<file path="src/design/patch_pkg.sv">
package patch_pkg;

   // ======================================================
   // Register map
   localparam logic [15:0] PATCH_ADDR0_OFS = 16'hFF38;
   localparam logic [15:0] PATCH_ADDR1_OFS = 16'hFF3A;
   // Control register offset is free; kept next to the address pair
   localparam logic [15:0] PATCH_CTRL_OFS = 16'hFF3C;

   localparam logic [15:0] PATCH_ADDR_RST = 16'h0000;
   localparam logic [7:0] PATCH_CTRL_RST = 8'h00;

   // ======================================================
   // Control register fields
   localparam int SLOT0_FLAG_BIT = 0;
   localparam int SLOT0_EN_BIT = 1;
   localparam int SLOT1_FLAG_BIT = 2;
   localparam int SLOT1_EN_BIT = 3;
   localparam logic [7:0] CTRL_FLAG_MASK = 8'h05;

   // Redirect target in expansion RAM
   localparam logic [15:0] REDIRECT_VECTOR = 16'hF7FD;
   localparam int NUM_SLOTS = 2;

   // ======================================================
   // Register write request
   typedef enum logic [1:0]
   {
      WR_NONE,
      WR_BYTE,
      WR_WORD,
      WR_BIT
   } wr_kind_t;

   typedef struct packed
   {
      wr_kind_t kind;
      logic [15:0] addr;
      logic [15:0] data;
      logic [2:0] bit_sel;
      logic bit_val;
   } reg_wr_t;

   typedef struct packed
   {
      logic valid;
      logic [15:0] addr;
   } fetch_t;

endpackage

</file>
<file path="src/design/patch_slot.sv">
`timescale 1ns/1ps
`default_nettype none

module patch_slot
   import patch_pkg::*;
(
   input wire logic clk_i,
   input wire logic srst_i,
   input wire logic addr_we_i,
   input wire logic [15:0] addr_wdata_i,
   input wire logic enable_i,
   input wire fetch_t fetch_i,
   output logic [15:0] addr_o,
   output logic hit_o
);

   logic [15:0] patch_addr_r;

   // ======================================================
   // Address register
   always_ff @(posedge clk_i)
   begin
      if (srst_i)
         patch_addr_r <= PATCH_ADDR_RST;
      else if (addr_we_i)
         patch_addr_r <= addr_wdata_i;
   end

   assign addr_o = patch_addr_r;
   // Enable gates only the comparison; address may still be rewritten
   assign hit_o = fetch_i.valid && enable_i &&
                  (fetch_i.addr == patch_addr_r);

endmodule

`default_nettype wire

</file>
<file path="src/design/patch_redirect.sv">
`timescale 1ns/1ps
`default_nettype none

// Behaviour
// - Two 16-bit patch addresses, cleared at reset
// - Enabled match on fetch requests branch to F7FDH
// - Matching slot flag set with the branch
// - Slot enables at control bits 1 and 3
// - Control resets 00H, bit and byte writes
// - Flag bits 0 and 2 set by hardware, software writes can only clear them
// - Address registers take 16-bit writes at FF38H/FF3AH
// - Bit-test-and-clear branch clears the flag
module patch_redirect
   import patch_pkg::*;
(
   input wire logic CLK_SYS_I,
   input wire logic SRST_I,
   input wire fetch_t FETCH_I,
   input wire reg_wr_t REG_WR_I,
   input wire logic REG_RD_I,
   input wire logic [15:0] REG_RD_ADDR_I,
   output logic [15:0] REG_RD_DATA_O,
   output logic BRANCH_REQ_O,
   output logic [15:0] BRANCH_TARGET_O,
   output logic SQUASH_O
);

   logic [7:0] ctrl_r;
   logic [7:0] ctrl_nxt;
   logic [NUM_SLOTS-1:0] hit;
   logic [NUM_SLOTS-1:0] addr_we;
   logic [15:0] slot_addr [NUM_SLOTS];
   logic ctrl_wr;
   logic [15:0] rd_data_nxt;

   // ======================================================
   // Slots
   genvar g;
   generate
      for (g = 0; g < NUM_SLOTS; g++)
      begin : g_slot
         localparam logic [15:0] OFS = (g == 0) ?
            PATCH_ADDR0_OFS : PATCH_ADDR1_OFS;
         assign addr_we[g] = (REG_WR_I.kind == WR_WORD) &&
                             (REG_WR_I.addr == OFS);
         patch_slot u_slot
         (
            .clk_i(CLK_SYS_I),
            .srst_i(SRST_I),
            .addr_we_i(addr_we[g]),
            .addr_wdata_i(REG_WR_I.data),
            .enable_i(ctrl_r[2*g+1]),
            .fetch_i(FETCH_I),
            .addr_o(slot_addr[g]),
            .hit_o(hit[g])
         );
      end
   endgenerate

   // ======================================================
   // Control register
   assign ctrl_wr = (REG_WR_I.addr == PATCH_CTRL_OFS) &&
                    ((REG_WR_I.kind == WR_BYTE) ||
                     (REG_WR_I.kind == WR_BIT));

   always_comb
   begin
      ctrl_nxt = ctrl_r;
      if (ctrl_wr)
      begin
         if (REG_WR_I.kind == WR_BYTE)
         begin
            // Flags may only be cleared by software, never set
            ctrl_nxt = (REG_WR_I.data[7:0] & ~CTRL_FLAG_MASK) |
                       (REG_WR_I.data[7:0] & ctrl_r &
                        CTRL_FLAG_MASK);
         end
         else if (CTRL_FLAG_MASK[REG_WR_I.bit_sel] == 1'b0 ||
                  REG_WR_I.bit_val == 1'b0)
         begin
            ctrl_nxt[REG_WR_I.bit_sel] = REG_WR_I.bit_val;
         end
      end
      // Hardware set wins over a simultaneous clear
      if (hit[0])
         ctrl_nxt[SLOT0_FLAG_BIT] = 1'b1;
      if (hit[1])
         ctrl_nxt[SLOT1_FLAG_BIT] = 1'b1;
      ctrl_nxt[7:4] = 4'h0;
   end

   always_ff @(posedge CLK_SYS_I)
   begin
      if (SRST_I)
         ctrl_r <= PATCH_CTRL_RST;
      else
         ctrl_r <= ctrl_nxt;
   end

   // ======================================================
   // Redirect to fetch unit; same-cycle so the hit opcode is dropped
   assign BRANCH_REQ_O = |hit;
   assign SQUASH_O = |hit;
   assign BRANCH_TARGET_O = REDIRECT_VECTOR;

   // ======================================================
   // Read port
   always_comb
   begin
      rd_data_nxt = 16'h0000;
      if (REG_RD_ADDR_I == PATCH_ADDR0_OFS)
         rd_data_nxt = slot_addr[0];
      else if (REG_RD_ADDR_I == PATCH_ADDR1_OFS)
         rd_data_nxt = slot_addr[1];
      else if (REG_RD_ADDR_I == PATCH_CTRL_OFS)
         rd_data_nxt = {8'h00, ctrl_r};
   end

   always_ff @(posedge CLK_SYS_I)
   begin
      if (SRST_I)
         REG_RD_DATA_O <= 16'h0000;
      else if (REG_RD_I)
         REG_RD_DATA_O <= rd_data_nxt;
   end

   // ======================================================
   // Checks
   branch_hit_a: assert property (
      @(posedge CLK_SYS_I) disable iff (SRST_I)
      BRANCH_REQ_O == ((FETCH_I.valid && ctrl_r[SLOT0_EN_BIT] &&
      FETCH_I.addr == slot_addr[0]) || (FETCH_I.valid &&
      ctrl_r[SLOT1_EN_BIT] && FETCH_I.addr == slot_addr[1])))
      else $error("Branch request disagrees with match");
   idle_quiet_a: assert property (
      @(posedge CLK_SYS_I) disable iff (SRST_I)
      !FETCH_I.valid |-> !BRANCH_REQ_O && !SQUASH_O)
      else $error("Branch request without a fetch");
   flag0_set_a: assert property (
      @(posedge CLK_SYS_I) disable iff (SRST_I)
      hit[0] |=> ctrl_r[SLOT0_FLAG_BIT])
      else $error("Slot 0 flag not set on match");
   flag1_set_a: assert property (
      @(posedge CLK_SYS_I) disable iff (SRST_I)
      hit[1] |=> ctrl_r[SLOT1_FLAG_BIT])
      else $error("Slot 1 flag not set on match");
   flag_ro_a: assert property (
      @(posedge CLK_SYS_I) disable iff (SRST_I)
      (!ctrl_r[SLOT0_FLAG_BIT] && !hit[0]) |=> !ctrl_r[SLOT0_FLAG_BIT])
      else $error("Slot 0 flag set without match");
   flag1_ro_a: assert property (
      @(posedge CLK_SYS_I) disable iff (SRST_I)
      (!ctrl_r[SLOT1_FLAG_BIT] && !hit[1]) |=> !ctrl_r[SLOT1_FLAG_BIT])
      else $error("Slot 1 flag set without match");
   target_vec_a: assert property (
      @(posedge CLK_SYS_I) disable iff (SRST_I)
      BRANCH_REQ_O |-> BRANCH_TARGET_O == 16'hF7FD && SQUASH_O)
      else $error("Redirect target or squash wrong");
   ctrl_rst_a: assert property (
      @(posedge CLK_SYS_I)
      SRST_I |=> ctrl_r == 8'h00 && slot_addr[0] == 16'h0000 &&
      slot_addr[1] == 16'h0000)
      else $error("Registers not cleared by reset");
   addr_wr_a: assert property (
      @(posedge CLK_SYS_I) disable iff (SRST_I)
      addr_we[1] |=> slot_addr[1] == $past(REG_WR_I.data))
      else $error("Slot 1 address not loaded");
   addr0_wr_a: assert property (
      @(posedge CLK_SYS_I) disable iff (SRST_I)
      addr_we[0] |=> slot_addr[0] == $past(REG_WR_I.data))
      else $error("Slot 0 address not loaded");
   en_byte_a: assert property (
      @(posedge CLK_SYS_I) disable iff (SRST_I)
      (ctrl_wr && REG_WR_I.kind == WR_BYTE) |=>
      ctrl_r[SLOT1_EN_BIT] == $past(REG_WR_I.data[3]))
      else $error("Slot 1 enable not written");
   en0_byte_a: assert property (
      @(posedge CLK_SYS_I) disable iff (SRST_I)
      (ctrl_wr && REG_WR_I.kind == WR_BYTE) |=>
      ctrl_r[SLOT0_EN_BIT] == $past(REG_WR_I.data[1]))
      else $error("Slot 0 enable not written");
   clr_wr_a: assert property (
      @(posedge CLK_SYS_I) disable iff (SRST_I)
      (ctrl_wr && REG_WR_I.kind == WR_BIT && REG_WR_I.bit_sel == 3'd0 &&
      !REG_WR_I.bit_val && !hit[0]) |=> !ctrl_r[SLOT0_FLAG_BIT])
      else $error("Slot 0 flag clear lost");
   clr1_wr_a: assert property (
      @(posedge CLK_SYS_I) disable iff (SRST_I)
      (ctrl_wr && REG_WR_I.kind == WR_BIT && REG_WR_I.bit_sel == 3'd2 &&
      !REG_WR_I.bit_val && !hit[1]) |=> !ctrl_r[SLOT1_FLAG_BIT])
      else $error("Slot 1 flag clear lost");
   upper_zero_a: assert property (
      @(posedge CLK_SYS_I) disable iff (SRST_I)
      ctrl_r[7:4] == 4'h0)
      else $error("Unused control bits not zero");
   ctrl_word_a: assert property (
      @(posedge CLK_SYS_I) disable iff (SRST_I)
      (REG_WR_I.kind == WR_WORD && REG_WR_I.addr == PATCH_CTRL_OFS &&
      !(|hit)) |=> ctrl_r == $past(ctrl_r))
      else $error("Word write changed control register");
   rd_ctrl_a: assert property (
      @(posedge CLK_SYS_I) disable iff (SRST_I)
      (REG_RD_I && REG_RD_ADDR_I == PATCH_CTRL_OFS) |=>
      REG_RD_DATA_O == {8'h00, $past(ctrl_r)})
      else $error("Control read data wrong");

   redir0_c: cover property (@(posedge CLK_SYS_I) hit[0]);
   redir1_c: cover property (@(posedge CLK_SYS_I) hit[1]);
   clr_c: cover property (@(posedge CLK_SYS_I)
      ctrl_r[SLOT0_FLAG_BIT] ##1 !ctrl_r[SLOT0_FLAG_BIT]);
   // Match and software clear together: the set must win
   set_wins_c: cover property (@(posedge CLK_SYS_I)
      hit[0] && ctrl_wr && REG_WR_I.kind == WR_BIT &&
      REG_WR_I.bit_sel == 3'd0 && !REG_WR_I.bit_val);
   both_en_c: cover property (@(posedge CLK_SYS_I)
      ctrl_r[SLOT0_EN_BIT] && ctrl_r[SLOT1_EN_BIT]);

endmodule

`default_nettype wire

</file>
<file path="config.mk">
export PLATFORM = sky130hd
export DESIGN_NAME = patch_redirect
export DESIGN_NICKNAME = d
export VERILOG_FILES = /design/src/design/patch_pkg.sv /design/src/design/patch_slot.sv /design/src/design/patch_redirect.sv
export SDC_FILE = /design/constraint.sdc
export NUM_CORES = 1
export LEC_CHECK = 0
export ABC_AREA = 1
export BUFFER_PORTS_ARGS = -buffer_cell sky130_fd_sc_hd__buf_2
export CAP_MARGIN = 5
export CORE_MARGIN = 2
export CORE_UTILIZATION = 40
export DETAILED_ROUTE_END_ITERATION = 6
export PLACE_DENSITY = 0.65
export SYNTH_ARGS = -nofsm -noshare
export SYNTH_HDL_FRONTEND = slang
export SYNTH_HIERARCHICAL = 1
export SYNTH_SLANG_ARGS = --single-unit
</file>
<file path="constraint.sdc">
create_clock -name CLK_SYS_I -period 1.9 [get_ports CLK_SYS_I]
set_clock_uncertainty 0.2 [all_clocks]
set_input_delay 0.38 -clock CLK_SYS_I [delete_from_list [all_inputs] [get_ports CLK_SYS_I]]
set_output_delay 0.38 -clock CLK_SYS_I [all_outputs]
set_load 0.1 [all_outputs]
</file>
==> run metrics <==
status=finished, violations left; failing checks=negative setup slack; Clock Root Buffer=clkbuf_8; syn_area_per_cell=6.43 um^2; largest net degree at the start of global routing=52; routed vias=3369; total die area=9100 um^2; vias in the first global route=3161; first-pass GRT wire length=14.4 mm; f_max=0.459 GHz; Warnings, synthesis=6; Final Max Tran Viols=0; core area=8130 um^2; setup TNS=-0.555 ns; placed instance area=3880 um^2; Tmin final=2.18 ns; antenna viol nets, final=0; Worst Slack Setup Final=-0.278 ns; Final GP Congestion=0.863; Final setup viols=2; First DRT Iteration DRCs=197; Worst Hold Class=in -> reg; Filler cells=862; Pre-Repair DR Iteration Count=4; share of cells above drive strength 1=30.0%; dpl cells=708; startpoint types=flip-flop; remaining global-route overflow=0; Syn Inst Count=519; Max FO, Critical Path=3; Max clock buf depth=2; # diodes=0; clock sinks=52; clock slew at reported path FFs=0.10 ns; Num CTS Buffers=5; synthesized area=3340 um^2; final core utilization=49.9%; Pleak=1.97 nW; RSZ-0062 raised after global routing=true; Core Rows=33; Tcrit/Tclk final=115%; H-tree depth=2; Peak VDD IR=264 uV; Synth cell types=28; nets=690; wire per inst=12.0 um; Initial Utilization=41.1%; fin area=4060 um^2; DRC=0; IO Pins=108; Tot GR Track Use=20.2%; kind of critical path=reg -> out; Min Hold Slack=0.108 ns; Hold Fails Final Rpt=0; Crit path required time=1.32 ns; CTS tree=built; vias per cell=4.67; pwr/cell area=553 nW/um^2; Die X=95.4 um; DP Wirelength=6.74 mm; sequential fraction of the synthesis area=31.2%; Max Cap Viol=0; post-synthesis register bit count=52; Hold Buf Count CTS=0; Finished Layout Cells=722; Area Growth Syn to Fin=21.6%; Clk Latency, worst-skew pair=0.31 ns; CP Capture Type=output pin; Die H=95.4 um; Worst Path Arrival=1.60 ns; initial antenna violation count=0; PortBufs=91; Detailed Route WL=8.70 mm
## final cells by class
cell class / count / area [um^2] / share of cell area (%)
inverters: 79 / 312 / 7.67
repair buffers: 113 / 692 / 17.0
clock inverters: 2 / 16.3 / 0.400
clock buffers: 6 / 72.6 / 1.79
flip-flops and latches: 52 / 1060 / 26.1
well taps: 105 / 131 / 3.23
multi-input cells: 365 / 1780 / 43.7
## per-stage QoR
step                setup slack, ns  total power [W]
floorplan                   0.00450          0.00152
global placement             -0.121          0.00162
detailed placement           -0.144          0.00163
CTS                          -0.262          0.00227
global route                 -0.383          0.00236
finish                       -0.278          0.00225
## cells by family (layout without fill, tap and decap cells)
kind of cell / count (synthesis) / count (layout) / synth area share (%)
other cells: 2 / 16 / 0.225
flops: 52 / 52 / 31.2
buf+inv: 116 / 200 / 18.4
simple gates: 291 / 291 / 36.5
xor+xnor: 6 / 6 / 1.57
compound gates: 52 / 52 / 12.1
## cells in the final DEF (no fill, tap or decap), drive strengths merged, types with 6 or more instances in the layout
cell | synthesis | layout
nand3 | 50 | 50
a211oi | 18 | 18
nor2 | 84 | 84
nand2 | 146 | 146
clkbuf | 3 | 6
a21oi | 24 | 24
dfxtp | 52 | 52
buf | 34 | 113
inv | 79 | 79
conb | 2 | 16
## repair_timing
item / in CTS / in global routing
hold endpoints to repair: 0 / 0
pin swaps: 3 / 12
resized for setup: 20 / 14
setup buffers: 4 / 2
setup endpoints to repair: 2 / 2
## cells in the mapped netlist
master	n	share of area, %
a211oi_2	18	6.7
a21oi_1	24	3.6
a22oi_1	2	0.45
and2_1	1	0.19
and2_4	1	0.26
buf_12	2	1.2
buf_2	4	0.60
buf_4	22	4.9
buf_6	6	2.0
clkbuf_1	3	0.34
conb_1	2	0.22
dfxtp_1	52	31
inv_1	76	8.5
inv_2	1	0.11
inv_8	2	0.67
nand2_1	145	16
nand2_2	1	0.19
nand3_1	50	7.5
nand4_1	3	0.56
nor2_1	78	8.8
nor2_2	2	0.37
nor2_4	4	1.3
nor3_1	4	0.60
o21ai_0	4	0.60
o22ai_1	4	0.75
or2_2	2	0.37
xnor2_1	4	1.0
xor2_1	2	0.52
## critical path, cell delays in order (launching register included)
cell	delay, ns
dfxtp_2	0.35
inv_1	0.06
nand2_1	0.07
nand4_1	0.11
nor2_2	0.15
nand3_2	0.10
nor2_2	0.12
inv_2	0.07
nand2_8	0.08
buf_12	0.17
## registers in the layout, summed over array words and instances (netlist names)
name,flops
REG_RD_DATA_O,16
g_slot.u_slot/addr_o,32
ctrl_r,4
## worst paths after layout
path,cells after the start,start,endpoint,slack [ns]
setup reg to reg,9,g_slot[0].u_slot/addr_o[14],ctrl_r[0],0.34
hold / removal,3,REG_WR_I[14],g_slot[0].u_slot/addr_o[10],0.11
setup / recovery,9,g_slot[1].u_slot/addr_o[9],SQUASH_O,-0.28
hold reg to reg,2,REG_RD_DATA_O[2],REG_RD_DATA_O[2],0.27
## where the power goes
part / leakage (nW) / total (W) / internal [W] / switching, W
Combinational: 1.50 / 0.000501 / 0.000120 / 0.000381
Clock: 0.0414 / 0.000641 / 0.000263 / 0.000378
Sequential: 0.429 / 0.00111 / 0.00110 / 0.00000529
Total: 1.97 / 0.00225 / 0.00148 / 0.000764
## layer usage
| metal | GRT usage, % | vias up | wire (um) |
|---|---|---|---|
| li1 | - | 1763 | - |
| met1 | 25.8 | 1496 | 3840 |
| met2 | 35.6 | 101 | 4190 |
| met3 | 3.24 | 9 | 582 |
| met4 | 4.52 | 0 | 78 |
| met5 | 0 | - | 0 |
Power figures use the tool's default switching activity.
